<file path="src/timer_pkg.sv">
// Constants, register map and carrier types for the dual timer/counter.
// Assumes a core clock that the machine-cycle sequencer divides by twelve.
package timer_pkg;
   localparam logic [7:0] timer_run_control_addr = 8'h88;
   localparam logic [7:0] timer_mode_config_addr = 8'h89;
   localparam logic [7:0] counter_zero_low_addr = 8'h8a;
   localparam logic [7:0] counter_one_low_addr = 8'h8b;
   localparam logic [7:0] counter_zero_high_addr = 8'h8c;
   localparam logic [7:0] counter_one_high_addr = 8'h8d;
   localparam logic [7:0] timer_mode_config_reset = 8'h00;
   localparam logic [7:0] timer_run_control_reset = 8'h00;
   localparam logic [7:0] count_reset = 8'h00;
   // Mode register fields, timer one in the upper nibble
   localparam int gate_one_bit = 7;
   localparam int select_one_bit = 6;
   localparam int mode_one_lsb = 4;
   localparam int gate_zero_bit = 3;
   localparam int select_zero_bit = 2;
   localparam int mode_zero_lsb = 0;
   // Run control register fields
   localparam int overflow_one_bit = 7;
   localparam int run_one_bit = 6;
   localparam int overflow_zero_bit = 5;
   localparam int run_zero_bit = 4;
   // Machine cycle timing
   localparam int clocks_per_cycle = 12;
   localparam logic [3:0] last_phase = 4'(clocks_per_cycle - 1);
   localparam logic [3:0] update_phase = 4'h4;
   localparam logic [3:0] sample_phase = 4'h9;
   localparam int prescale_bits = 5;

   typedef enum logic [1:0] {
      mode_prescaled = 2'b00,
      mode_full = 2'b01,
      mode_reload = 2'b10,
      mode_split = 2'b11
   } timer_mode_e;

   typedef struct packed {
      logic [7:0] high;
      logic [7:0] low;
   } count_pair_s;

   typedef struct packed {
      count_pair_s count;
      logic overflow;
   } step_result_s;
endpackage
</file>
<file path="src/dual_timer_counter.sv">
// Two 16-bit timer/counters reached through the core's special function register port.
// Assumes a single-cycle register strobe from the core on mclk and asynchronous pins.
`timescale 1ns/100ps
module dual_timer_counter (
   input wire logic mclk,
   input wire logic nrst,
   input wire logic [7:0] sfr_addr,
   input wire logic sfr_wr,
   input wire logic sfr_rd,
   input wire logic [7:0] sfr_wdata,
   output logic [7:0] sfr_rdata,
   input wire logic vector_zero_ack,
   input wire logic vector_one_ack,
   input wire logic count_pin_zero,
   input wire logic count_pin_one,
   input wire logic gate_pin_zero,
   input wire logic gate_pin_one,
   output logic overflow_zero,
   output logic overflow_one
);
   logic [7:0] timer_mode_config_reg;
   logic [3:0] run_control_low_reg;
   logic run_zero_reg;
   logic run_one_reg;
   logic overflow_zero_reg;
   logic overflow_one_reg;
   timer_pkg::count_pair_s counter_zero_reg;
   timer_pkg::count_pair_s counter_one_reg;
   logic [3:0] phase_reg;
   logic [3:0] pin_meta_reg;
   logic [3:0] pin_sync_reg;
   logic [1:0] sample_reg;
   logic [1:0] edge_pending_reg;
   logic [7:0] sfr_rdata_reg;

   timer_pkg::timer_mode_e mode_zero;
   timer_pkg::timer_mode_e mode_one;
   logic update_now;
   logic [1:0] tick;
   logic [1:0] enabled;
   timer_pkg::step_result_s step_zero;
   timer_pkg::step_result_s step_one;
   logic [7:0] split_high_next;
   logic split_high_ovf;
   logic set_overflow_zero;
   logic set_overflow_one;
   logic [7:0] read_value;

   // Advance one count pair by one step in the given mode
   function automatic timer_pkg::step_result_s step_count(input timer_pkg::timer_mode_e mode,
                                                        input timer_pkg::count_pair_s cur,
                                                        input logic inc);
      timer_pkg::step_result_s res;
      logic [12:0] wide13;
      logic [16:0] wide16;
      logic [8:0] wide8;
      res.count = cur;
      res.overflow = 1'b0;
      wide13 = {cur.high, cur.low[timer_pkg::prescale_bits-1:0]};
      wide16 = {1'b0, cur.high, cur.low} + 17'h00001;
      wide8 = {1'b0, cur.low} + 9'h001;
      if (inc) begin
         unique case (mode)
            timer_pkg::mode_prescaled: begin
               // Upper three low bits are left alone
               res.count.low[timer_pkg::prescale_bits-1:0] = wide13[timer_pkg::prescale_bits-1:0] + 5'h01;
               if (wide13[timer_pkg::prescale_bits-1:0] == 5'h1f) begin
                  res.count.high = cur.high + 8'h01;
               end
               res.overflow = (wide13 == 13'h1fff);
            end
            timer_pkg::mode_full: begin
               res.count = wide16[15:0];
               res.overflow = wide16[16];
            end
            timer_pkg::mode_reload: begin
               // High byte stays as the reload value
               res.count.low = wide8[8] ? cur.high : wide8[7:0];
               res.overflow = wide8[8];
            end
            timer_pkg::mode_split: begin
               res.count = cur; // Caller handles the split case; timer one holds
            end
         endcase
      end
      return res;
   endfunction

   assign mode_zero = timer_pkg::timer_mode_e'(timer_mode_config_reg[timer_pkg::mode_zero_lsb +: 2]);
   assign mode_one = timer_pkg::timer_mode_e'(timer_mode_config_reg[timer_pkg::mode_one_lsb +: 2]);
   assign update_now = (phase_reg == timer_pkg::update_phase);

   // Gating and count source selection for both timers
   always_comb begin
      enabled[0] = run_zero_reg &
                   (~timer_mode_config_reg[timer_pkg::gate_zero_bit] | pin_sync_reg[2]);
      enabled[1] = run_one_reg &
                   (~timer_mode_config_reg[timer_pkg::gate_one_bit] | pin_sync_reg[3]);
      tick[0] = update_now & enabled[0] &
                (timer_mode_config_reg[timer_pkg::select_zero_bit] ? edge_pending_reg[0] : 1'b1);
      tick[1] = update_now & enabled[1] &
                (timer_mode_config_reg[timer_pkg::select_one_bit] ? edge_pending_reg[1] : 1'b1);
   end

   // Next counts and overflow events
   always_comb begin
      step_zero = step_count(mode_zero, counter_zero_reg, tick[0]);
      step_one = step_count(mode_one, counter_one_reg, tick[1]);
      split_high_next = counter_zero_reg.high;
      split_high_ovf = 1'b0;
      if (mode_zero == timer_pkg::mode_split) begin
         // Low byte is a plain 8-bit counter on timer zero's controls
         step_zero.count.low = counter_zero_reg.low + {7'h00, tick[0]};
         step_zero.overflow = tick[0] & (counter_zero_reg.low == 8'hff);
         // High byte counts machine cycles on timer one's run bit
         if (update_now & run_one_reg) begin
            split_high_next = counter_zero_reg.high + 8'h01;
            split_high_ovf = (counter_zero_reg.high == 8'hff);
         end
         step_zero.count.high = split_high_next;
      end
      set_overflow_zero = step_zero.overflow;
      set_overflow_one = (mode_zero == timer_pkg::mode_split) ? split_high_ovf : step_one.overflow;
   end

   // Machine cycle phase sequencer
   always_ff @(posedge mclk or negedge nrst) begin
      if (!nrst) begin
         phase_reg <= 4'h0;
      end else if (phase_reg == timer_pkg::last_phase) begin
         phase_reg <= 4'h0;
      end else begin
         phase_reg <= phase_reg + 4'h1;
      end
   end

   // Two-stage synchroniser for count and gate pins
   always_ff @(posedge mclk or negedge nrst) begin
      if (!nrst) begin
         pin_meta_reg <= 4'h0;
         pin_sync_reg <= 4'h0;
      end else begin
         pin_meta_reg <= {gate_pin_one, gate_pin_zero, count_pin_one, count_pin_zero};
         pin_sync_reg <= pin_meta_reg;
      end
   end

   // Falling edge detection once per machine cycle; count lands at the next update phase
   always_ff @(posedge mclk or negedge nrst) begin
      if (!nrst) begin
         sample_reg <= 2'h0;
         edge_pending_reg <= 2'h0;
      end else begin
         if (phase_reg == timer_pkg::sample_phase) begin
            sample_reg <= pin_sync_reg[1:0];
            edge_pending_reg <= sample_reg & ~pin_sync_reg[1:0];
         end else if (update_now) begin
            edge_pending_reg <= 2'h0;
         end
      end
   end

   // Mode register
   always_ff @(posedge mclk or negedge nrst) begin
      if (!nrst) begin
         timer_mode_config_reg <= timer_pkg::timer_mode_config_reset;
      end else if (sfr_wr && sfr_addr == timer_pkg::timer_mode_config_addr) begin
         timer_mode_config_reg <= sfr_wdata;
      end
   end

   // Run bits and overflow flags; a set beats a clear in the same cycle
   always_ff @(posedge mclk or negedge nrst) begin
      if (!nrst) begin
         run_zero_reg <= timer_pkg::timer_run_control_reset[timer_pkg::run_zero_bit];
         run_one_reg <= timer_pkg::timer_run_control_reset[timer_pkg::run_one_bit];
         overflow_zero_reg <= timer_pkg::timer_run_control_reset[timer_pkg::overflow_zero_bit];
         overflow_one_reg <= timer_pkg::timer_run_control_reset[timer_pkg::overflow_one_bit];
         run_control_low_reg <= timer_pkg::timer_run_control_reset[3:0];
      end else begin
         if (sfr_wr && sfr_addr == timer_pkg::timer_run_control_addr) begin
            run_zero_reg <= sfr_wdata[timer_pkg::run_zero_bit];
            run_one_reg <= sfr_wdata[timer_pkg::run_one_bit];
            overflow_zero_reg <= sfr_wdata[timer_pkg::overflow_zero_bit] | set_overflow_zero;
            overflow_one_reg <= sfr_wdata[timer_pkg::overflow_one_bit] | set_overflow_one;
            run_control_low_reg <= sfr_wdata[3:0];
         end else begin
            overflow_zero_reg <= set_overflow_zero | (overflow_zero_reg & ~vector_zero_ack);
            overflow_one_reg <= set_overflow_one | (overflow_one_reg & ~vector_one_ack);
         end
      end
   end

   // Timer zero count bytes; a software write replaces that byte
   always_ff @(posedge mclk or negedge nrst) begin
      if (!nrst) begin
         counter_zero_reg <= {timer_pkg::count_reset, timer_pkg::count_reset};
      end else begin
         counter_zero_reg <= step_zero.count;
         if (sfr_wr && sfr_addr == timer_pkg::counter_zero_low_addr) begin
            counter_zero_reg.low <= sfr_wdata;
         end
         if (sfr_wr && sfr_addr == timer_pkg::counter_zero_high_addr) begin
            counter_zero_reg.high <= sfr_wdata;
         end
      end
   end

   // Timer one count bytes, held in mode three
   always_ff @(posedge mclk or negedge nrst) begin
      if (!nrst) begin
         counter_one_reg <= {timer_pkg::count_reset, timer_pkg::count_reset};
      end else begin
         counter_one_reg <= step_one.count;
         if (sfr_wr && sfr_addr == timer_pkg::counter_one_low_addr) begin
            counter_one_reg.low <= sfr_wdata;
         end
         if (sfr_wr && sfr_addr == timer_pkg::counter_one_high_addr) begin
            counter_one_reg.high <= sfr_wdata;
         end
      end
   end

   // Read multiplexer; unmapped addresses read as zero
   always_comb begin
      unique case (sfr_addr)
         timer_pkg::timer_run_control_addr:
            read_value = {overflow_one_reg, run_one_reg, overflow_zero_reg, run_zero_reg, run_control_low_reg};
         timer_pkg::timer_mode_config_addr: read_value = timer_mode_config_reg;
         timer_pkg::counter_zero_low_addr: read_value = counter_zero_reg.low;
         timer_pkg::counter_one_low_addr: read_value = counter_one_reg.low;
         timer_pkg::counter_zero_high_addr: read_value = counter_zero_reg.high;
         timer_pkg::counter_one_high_addr: read_value = counter_one_reg.high;
         default: read_value = 8'h00;
      endcase
   end

   // Registered read data, held until the next read
   always_ff @(posedge mclk or negedge nrst) begin
      if (!nrst) begin
         sfr_rdata_reg <= 8'h00;
      end else if (sfr_rd) begin
         sfr_rdata_reg <= read_value;
      end
   end

   assign sfr_rdata = sfr_rdata_reg;
   assign overflow_zero = overflow_zero_reg;
   assign overflow_one = overflow_one_reg;
endmodule

</file>
<file path="config.mk">
export PLATFORM = sky130hd
export DESIGN_NAME = dual_timer_counter
export DESIGN_NICKNAME = d
export VERILOG_FILES = /design/src/timer_pkg.sv /design/src/dual_timer_counter.sv
export SDC_FILE = /design/constraint.sdc
export NUM_CORES = 1
export LEC_CHECK = 0
export BUFFER_PORTS_ARGS = -buffer_cell sky130_fd_sc_hd__buf_2
export CAP_MARGIN = 20
export CELL_PAD_IN_SITES_DETAIL_PLACEMENT = 0
export CELL_PAD_IN_SITES_GLOBAL_PLACEMENT = 1
export CORE_UTILIZATION = 32
export CTS_CLUSTER_DIAMETER = 30
export DETAILED_ROUTE_END_ITERATION = 6
export PLACE_DENSITY_LB_ADDON = 0.1
export SYNTH_ARGS = -nofsm -noshare
export SYNTH_HDL_FRONTEND = slang
export SYNTH_SLANG_ARGS = --single-unit
</file>
<file path="constraint.sdc">
create_clock -name mclk -period 2.8 [get_ports mclk]
set_input_delay 0.84 -clock mclk [delete_from_list [all_inputs] [get_ports mclk]]
set_output_delay 0.84 -clock mclk [all_outputs]
set_load 0.02 [all_outputs]
</file>
==> flow_summary.yaml, run 1 <==
run_status:
  status: "finished clean"
worst_setup_path:
  rr_worst_depth: 12
  cp_max_fo: 5
  crit_path_start: "phase_reg[0]$_DFF_PN0_"
  cp.required_ps: 3030
  end_kind: "register"
  worst_path_max_delay_cell: "dfrtp_1"
  crit_arrival_ps: 2790
  r2r_start: "phase_reg[0]$_DFF_PN0_"
  crit_cells: 12
  crit_top_cell: "ha_1"
  crit_buf_inv: 2
  cpLargestDelayFamily: "simple AND/OR/NAND/NOR gates"
  crit_path_cell_trace: "inv_1 > ha_1 > and3b_2 > nand4_1 > inv_1 > ha_1 > ha_1 > nand3_1 > and2_1 > o21ai_0 > o311ai_0 > o22a_1"
  regToRegEndpoint: "counter_zero_reg[4]$_DFFE_PN0P_"
  crit_type: "register to register"
  ff2ff_setup_slack_ps: 240
  start_kind: "register"
  cp_slowest_stage_delay_ps: 420
  crit_end: "counter_zero_reg[4]$_DFFE_PN0P_"
yosys:
  yosysTopAreaCellShare_pct: 38.01
  synth_edf_count: 0
  synthesis.area_um2: 4740
  ys_seq_area_share_pct: 38.01
  syn-num-nets: 564
  synth.area.top_cells: "dfrtp_1 38%, ha_1 5.3%, o21ai_0 4.3%"
  ys_top_cells_by_count: "72 x dfrtp_1, 54 x nand2_1, 42 x nor2_1, 41 x o21ai_0, 28 x inv_1"
  ys_async_sr_fraction_pct: 100.0
  synth_cell_types: 67
  ys_seq_elements: 72
  synth-main-ff-cell: "dfrtp_1"
  synth_area_leader_cell: "dfrtp_1"
  avgSynthCellArea_um2: 9.150
  yosysWarnings: 0
  synth_most_common_cell: "dfrtp_1"
  syn_inst: 518
routing:
  num_vias: 4148
  drt_wl_total_um: 15800
  drc: 0
  drt-wirelength-per-cell_um: 21.07
  via_per_inst: 5.531
  dr.pass1.iters: 5
  antenna_left: 0
  drtIter0Drc: 324
place:
  place_area_um2: 5201
  gp_congestion: 0.8565
  io_buffers: 35
  place_ws_ps: 247.6
  hpwl_um: 11690
clocking:
  clk_latency_ps: 340
  clock-sinks: 72
  cts_buffer_depth: 2
  root_buffer: "clkbuf_16"
  cts_buffers: 9
  htreeDepth: 3
  cts_resized: 0
  clkTransAtPathRegs_ps: 60
  cts_tree: "built"
  cts_setup_buffers: 0
  holdBufCountCts: 0
pwr:
  vdd.ir_drop.worst_mv: 0.3080
  power_density_nw_per_um2: 516.1
  p_leak_nw: 2.333
sta:
  final.period_utilization_pct: 91.47
  setup_viol: 0
  setup_slack_ps: 238.9
  drv_slew: 0
  hold_violations: 0
  period_needed_ps: 2561
  fin_skew_ps: 10.72
  max_freq_mhz: 390.5
  setup_tns_ps: 0
  tightest_slew_ps: 487.2
  slew_headroom_pct: 67.34
  rsz0062_at_grt: "no"
final_layout:
  fillers: 1480
  multi_input_area_um2: 2731
  regArea_um2: 1802
  syn2layout_area_growth_pct: 16.34
  n_antenna_cell: 0
  drive_above_1_share_pct: 18.73
  final_util_pct: 38.08
  finalInstanceArea_um2: 5514
  nNetsFinal: 607
global_routing:
  grt_pass1_wl_um: 24380
  grt_usage_pct: 22.22
  grt_overflow: 0
  grt_max_degree: 51
  grt_pass1_vias: 4079
  antenna_found_initial: 0
run:
  maxCapViolCount: 0
floorplanning:
  rows: 44
  io_pins: 36
  initial_core_util_pct: 32.73
  core_area_um2: 14480
  fp.dieH_um: 123.7
  die_w_um: 123.7
  die-area_um2: 15300
min_path:
  hold_class: "register to register"
==> cell usage in the layout (no fill, tap or decap), types with 13 or more instances in the layout <==
master   Yosys  layout
nand4_1     13      13
nand2_1     54      54
buf_2        8      34
dfrtp_1     72      72
o21ai_0     41      41
nor2_1      42      42
inv_1       28      28
ha_1        20      20
nand3_1     26      26
buf_4        2      19
mux2_2      15      15
a21oi_1     24      24
==> layout make-up <==
cell class                 instances  area share, %
tap                              184          4.175
timing repair buffer              54          6.036
multi-input combinational        396          49.53
inverter                          28          1.906
clock buffer                      10          4.152
clock inverter                     6          1.520
sequential                        72          32.68
==> cell families (layout without fill, tap and decap cells) <==
kind of cell,after synthesis,in the layout,share of synthesized area (%)
XOR/XNOR,18,18,3.326
flip-flops,72,72,38.01
AO/OA/AOI/OAI,123,123,16.71
adder cells (fa/ha/maj),20,20,5.280
buffers and inverters,50,98,4.488
multiplexers,35,35,9.900
AND/OR/NAND/NOR,200,200,22.28
==> where the power goes <==
group	total [W]	internal, W	switching, W
sequential	0.00119	0.00110	0.0000901
clock	0.00125	0.000778	0.000468
combinational	0.000415	0.000170	0.000245
total	0.00285	0.00204	0.000803
==> layer usage <==
layer | wire (um) | vias to the layer above | track usage (%)
li1 | - | 1977 | -
met1 | 7896 | 2055 | 31.66
met2 | 6962 | 92 | 33.30
met3 | 537 | 24 | 3.297
met4 | 402 | 0 | 9.413
met5 | 0 | - | 0
==> metrics by stage <==
step,power [W],instances,hold slack (ps)
final,0.002846,750,349.9
after global routing,0.002970,750,357.7
after CTS,0.002872,750,353.7
after detailed placement,0.001613,734,340.3
after global placement,0.001616,734,333.7
after floorplan,0.001417,518,331.2
==> worst min path at each step <==
stage                                    from                         to  cells after the start
CTS                 pin_meta_reg[1]$_DFF_PN0_  pin_sync_reg[1]$_DFF_PN0_                      0
finish              pin_meta_reg[1]$_DFF_PN0_  pin_sync_reg[1]$_DFF_PN0_                      0
floorplan           pin_meta_reg[0]$_DFF_PN0_  pin_sync_reg[0]$_DFF_PN0_                      0
global placement    pin_meta_reg[0]$_DFF_PN0_  pin_sync_reg[0]$_DFF_PN0_                      0
detailed placement  pin_meta_reg[1]$_DFF_PN0_  pin_sync_reg[1]$_DFF_PN0_                      0
global route        pin_meta_reg[0]$_DFF_PN0_  pin_sync_reg[0]$_DFF_PN0_                      0
==> worst register-to-register path: cells and delay by family, from the launching register on <==
kind                       cells  cell delay [ps]
AOI/OAI and AO/OA              3              510
adders and majority gates      3              580
buffers and inverters          2              190
DFF                            1              420
and+or+nand+nor                4              750
(Power assumes the default switching activity.)
==> inputs of run 2 (changes only) <==
- CTS_BUF_LIST: unset -> sky130_fd_sc_hd__clkbuf_16
==> run 2 against run 1 <==
Against the previous run: critical path depth is the same; sequential share of layout area unchanged; cell count did not move; largest power group unchanged.
==> flow_summary.yaml, run 2 (synthesis results as in run 1) <==
run_status:
  status: "finished clean"
routing:
  via_per_inst: 5.528
  drt-wirelength-per-cell_um: 21.06
  dr.pass1.iters: 5
  antenna_left: 0
  drc: 0
  num_vias: 4146
  drtIter0Drc: 324
  drt_wl_total_um: 15800
final_layout:
  fillers: 1480
  final_common_cell: "dfrtp_1"
  drive_above_1_share_pct: 18.73
  nNetsFinal: 607
  final_cells: 750
  n_antenna_cell: 0
  layout_common_cells: "72 x dfrtp_1, 54 x nand2_1, 42 x nor2_1"
  final_util_pct: 38.08
  syn2layout_area_growth_pct: 16.34
sta:
  final.period_utilization_pct: 91.47
  hold_violations: 0
  drv_slew: 0
  setup_tns_ps: 0
  max_freq_mhz: 390.5
  slew_headroom_pct: 67.33
  period_needed_ps: 2561
  setup_slack_ps: 238.9
  setup_viol: 0
  fin_skew_ps: 10.72
  tightest_slew_ps: 487.3
  rsz0062_at_grt: "no"
clocking:
  cts_buffers: 9
  cts_tree: "built"
  htreeDepth: 3
  root_buffer: "clkbuf_16"
  cts_buffer_depth: 2
  cts_resized: 0
  cts_setup_buffers: 0
  holdBufCountCts: 0
  clkTransAtPathRegs_ps: 60
  clock-sinks: 72
  clk_latency_ps: 340
global_routing:
  grt_overflow: 0
  grt_pass1_wl_um: 24380
  grt_usage_pct: 22.22
  antenna_found_initial: 0
  grt_pass1_vias: 4079
  grt_max_degree: 51
floorplanning:
  fp.dieH_um: 123.7
  die_w_um: 123.7
  io_pins: 36
  die-area_um2: 15300
  core_area_um2: 14480
  initial_core_util_pct: 32.73
  rows: 44
worst_setup_path:
  cpLargestDelayFamily: "simple AND/OR/NAND/NOR gates"
  crit_path_cell_trace: "inv_1 > ha_1 > and3b_2 > nand4_1 > inv_1 > ha_1 > ha_1 > nand3_1 > and2_1 > o21ai_0 > o311ai_0 > o22a_1"
  crit_arrival_ps: 2790
  worst_path_max_delay_cell: "dfrtp_1"
  cp_slowest_stage_delay_ps: 420
  crit_top_cell: "ha_1"
  start_kind: "register"
  crit_buf_inv: 2
  cp.required_ps: 3030
  crit_type: "register to register"
  ff2ff_setup_slack_ps: 240
  cp_max_fo: 5
  end_kind: "register"
run:
  maxCapViolCount: 0
pwr:
  power_density_nw_per_um2: 515.5
  p_leak_nw: 2.337
  vdd.ir_drop.worst_mv: 0.3080
place:
  dp_cells: 734
  place_ws_ps: 247.6
  io_buffers: 35
  hpwl_um: 11690
  gp_congestion: 0.8565
min_path:
  hold_class: "register to register"
run 2: changes by cell type in the layout (fill, tap and decap cells not counted):
cell / before / now
inv_1: 28 / 29
clkbuf_1: 1 / 0
run 2: final cells by class:
| type | instances | area, um2 | area share [%] |
|---|---|---|---|
| multi-input cells | 396 | 2731 | 49.53 |
| flip-flops and latches | 72 | 1802 | 32.68 |
| repair buffers | 54 | 332.8 | 6.036 |
| well taps | 184 | 230.2 | 4.175 |
| clock buffers | 9 | 225.2 | 4.084 |
| inverters | 28 | 105.1 | 1.906 |
| clock inverters | 7 | 87.58 | 1.588 |
run 2: stage by stage:
step	instance area, um2	hold WS (ps)	power [W]
final	5514	349.9	0.002842
after global routing	5514	357.7	0.002967
after CTS	5514	353.7	0.002869
after detailed placement	5201	340.3	0.001613
after global placement	5201	333.7	0.001616
after floorplan	4740	331.2	0.001417
run 2: final timing paths:
check / startpoint / endpoint / depth (start not counted)
worst max-delay path: phase_reg[0]$_DFF_PN0_ / counter_zero_reg[4]$_DFFE_PN0P_ / 12
worst min-delay path: pin_meta_reg[1]$_DFF_PN0_ / pin_sync_reg[1]$_DFF_PN0_ / 0
worst max register to register: phase_reg[0]$_DFF_PN0_ / counter_zero_reg[4]$_DFFE_PN0P_ / 12
worst min register to register: pin_meta_reg[1]$_DFF_PN0_ / pin_sync_reg[1]$_DFF_PN0_ / 0
max in group asynchronous: nrst / timer_mode_config_reg[5]$_DFFE_PN0P_ / 2
min in group asynchronous: nrst / counter_zero_reg[0]$_DFFE_PN0P_ / 1
run 2: report_power, final:
| part | internal (W) | switching (W) |
|---|---|---|
| registers | 0.00110 | 0.0000901 |
| logic | 0.000170 | 0.000245 |
| clock network | 0.000774 | 0.000468 |
| total | 0.00204 | 0.000803 |
run 2: routing by layer:
layer | wire (um) | track usage [%] | vias to the layer above
met5 | 0 | 0 | -
met4 | 402 | 9.413 | 0
met3 | 537 | 3.297 | 24
met2 | 6963 | 33.30 | 92
met1 | 7894 | 31.66 | 2053
li1 | - | - | 1977
==> inputs of run 3 (changes only) <==
- ABC_AREA: unset -> 1
==> run 3 against run 2 <==
Against the previous run: area after synthesis rose by 13%; hold slack got worse by 2.3 ps; total power rose by 8.9%; combinational power rose by 45%; sequential share of layout area fell by 3.4 points.
==> flow_summary.yaml, run 3 <==
run_status:
  status: "finished clean"
run:
  maxCapViolCount: 0
global_routing:
  grt_pass1_vias: 5267
  grt_pass1_wl_um: 28990
  grt_max_degree: 54
  grt_usage_pct: 22.20
  antenna_found_initial: 0
  grt_overflow: 0
final_layout:
  drive_above_1_share_pct: 12.03
  layout_common_cells: "255 x nand2_1, 114 x inv_1, 101 x nand3_1"
  nNetsFinal: 897
  final_common_cell: "nand2_1"
  syn2layout_area_growth_pct: 14.57
  n_antenna_cell: 0
routing:
  dr.pass1.iters: 5
  num_vias: 5358
  drt-wirelength-per-cell_um: 17.22
  drtIter0Drc: 332
  drt_wl_total_um: 18530
  antenna_left: 0
  via_per_inst: 4.980
  drc: 0
place:
  io_buffers: 35
  gp_congestion: 0.8788
  hpwl_um: 14370
  place_ws_ps: 243.3
yosys:
  syn-num-nets: 856
  ys_async_sr_fraction_pct: 100.0
  synthesis.area_um2: 5376
  synth_area_leader_cell: "dfrtp_1"
  avgSynthCellArea_um2: 6.638
  ys_seq_area_share_pct: 33.51
  yosysWarnings: 0
  synth_edf_count: 0
  syn_inst: 810
  synth_most_common_cell: "nand2_1"
  synth_cell_types: 36
  yosysTopAreaCellShare_pct: 33.51
  synth.area.top_cells: "dfrtp_1 34%, nand2_1 18%, nand3_1 9.4%"
  ys_seq_elements: 72
  synth-main-ff-cell: "dfrtp_1"
  ys_top_cells_by_count: "255 x nand2_1, 114 x inv_1, 101 x nand3_1, 72 x dfrtp_1, 60 x nor2_1"
clocking:
  cts_buffers: 9
  clkTransAtPathRegs_ps: 70
  cts_resized: 0
  clk_latency_ps: 350
  clock-sinks: 72
  root_buffer: "clkbuf_16"
  htreeDepth: 3
  cts_buffer_depth: 2
  cts_setup_buffers: 0
  holdBufCountCts: 0
  cts_tree: "built"
worst_setup_path:
  crit_path_cell_trace: "inv_1 > ha_1 > nand2_1 > nor2_2 > nand3_1 > inv_1 > ha_1 > ha_1 > nand2_1 > nor2_1 > nand2_1 > o21ai_0 > nand3_1 > nand2_1 > nand2_1"
  crit_buf_inv: 2
  ff2ff_setup_slack_ps: 300
  crit_type: "register to register"
  worst_path_max_delay_cell: "dfrtp_1"
  cp.required_ps: 3050
  cpLargestDelayFamily: "simple AND/OR/NAND/NOR gates"
  cp_slowest_stage_delay_ps: 420
  r2r_start: "phase_reg[0]$_DFF_PN0_"
  rr_worst_depth: 15
  start_kind: "register"
  cp_max_fo: 4
  crit_arrival_ps: 2750
  end_kind: "register"
  regToRegEndpoint: "counter_zero_reg[6]$_DFFE_PN0P_"
  crit_top_cell: "nand2_1"
floorplanning:
  core_area_um2: 16470
  initial_core_util_pct: 32.65
  io_pins: 36
  rows: 47
  die-area_um2: 17320
  die_w_um: 131.6
  fp.dieH_um: 131.6
min_path:
  hold_class: "register to register"
  min_to: "pin_sync_reg[3]$_DFF_PN0_"
  min_path_cells: 0
  min_from: "pin_meta_reg[3]$_DFF_PN0_"
pwr:
  power_switching_w: 0.001007
  comb_power_share_pct: 19.4
  vdd.ir_drop.worst_mv: 0.2755
  power_frac_seq_pct: 37.7
  p_int_w: 0.002089
  clkPwrFrac_pct: 42.9
  p_sw_share_pct: 32.51
  power_density_nw_per_um2: 502.6
  p_leak_nw: 3.183
sta:
  rsz0062_at_grt: "no"
  hold_violations: 0
  period_needed_ps: 2498
  fin_skew_ps: 10.23
  drv_slew: 0
  setup_slack_ps: 302.2
  setup_viol: 0
  tightest_slew_ps: 510.3
  final.period_utilization_pct: 89.21
  setup_tns_ps: 0
  slew_headroom_pct: 65.85
  max_freq_mhz: 400.4
run 3: cell types whose count changed after synthesis, moves of 8 or more:
cell     delta
mux4_2      -8
o21ai_1    +11
nand2_2    +12
a31oi_1     -9
mux2_2     -15
nor2_1     +18
and3_1     -12
nand2_1   +201
nand3_1    +75
inv_1      +86
nor2_4      +8
mux2i_1    -12
run 3: worst max-delay path by stage:
| stage | start | endpoint | cells past startpoint |
|---|---|---|---|
| finish | phase_reg[0]$_DFF_PN0_ | counter_zero_reg[6]$_DFFE_PN0P_ | 15 |
| global placement | sfr_addr[6] | sfr_rdata[2]$_DFFE_PN0P_ | 10 |
| detailed placement | sfr_addr[6] | sfr_rdata[2]$_DFFE_PN0P_ | 10 |
| CTS | phase_reg[0]$_DFF_PN0_ | counter_zero_reg[6]$_DFFE_PN0P_ | 15 |
| global route | phase_reg[0]$_DFF_PN0_ | counter_zero_reg[6]$_DFFE_PN0P_ | 15 |
| floorplan | phase_reg[0]$_DFF_PN0_ | counter_zero_reg[6]$_DFFE_PN0P_ | 15 |
run 3: power groups by stage:
stage	logic (W)	registers [W]	clock network (W)
6_report	0.000601	0.00117	0.00133
5_1_grt	0.000677	0.00118	0.00141
4_1_cts	0.000603	0.00117	0.00136
3_5_place_dp	0.000598	0.00119	0
3_3_place_gp	0.000597	0.00118	0
2_1_floorplan	0.000406	0.00116	0
run 3: logic make-up after synthesis:
family / Yosys count / synth area share, %
XOR/XNOR: 13 / 2.118
flip-flops: 72 / 33.51
adder cells (fa/ha/maj): 20 / 4.654
buffers and inverters: 133 / 9.681
AND/OR/NAND/NOR: 475 / 40.54
AO/OA/AOI/OAI: 97 / 9.495
run 3: area by class of cell:
type | instances | area (um2)
Timing Repair Buffer | 41 | 235.2
Clock inverter | 7 | 108.9
Fill cell | 1815 | 10310
Inverter | 122 | 459.2
Multi-Input combinational cell | 605 | 3054
Tap cell | 220 | 275.3
Clock buffer | 9 | 225.2
Sequential cell | 72 | 1802
run 3: through the flow:
stage	hold slack [ps]	instance area, um2	std cells	utilization (%)	power, W
global route	354.7	6160	1076	37.41	0.003260
floorplan	331.2	5376	810	-	0.001567
detailed placement	334.7	5826	1060	35.38	0.001785
finish	347.6	6160	1076	37.41	0.003096
global placement	331.5	5826	1060	35.38	0.001781
CTS	349.7	6160	1076	37.41	0.003128
run 3: layer usage:
metal	global-route usage, %	wire (um)	vias to the layer above
met5	0	0	-
met4	8.915	505	0
met3	2.971	651	28
met2	37.10	8978	96
met1	28.82	8396	2555
li1	-	-	2679
run 3: worst reg2reg max path, cell delays in order, from the launching register on:
cell     delay (ps)
dfrtp_1         420
inv_1            90
ha_1            140
nand2_1          70
nor2_2          160
nand3_1         250
inv_1           160
ha_1            180
ha_1            190
nand2_1          80
nor2_1          170
nand2_1          90
o21ai_0         160
nand3_1         110
nand2_1          90
nand2_1          50
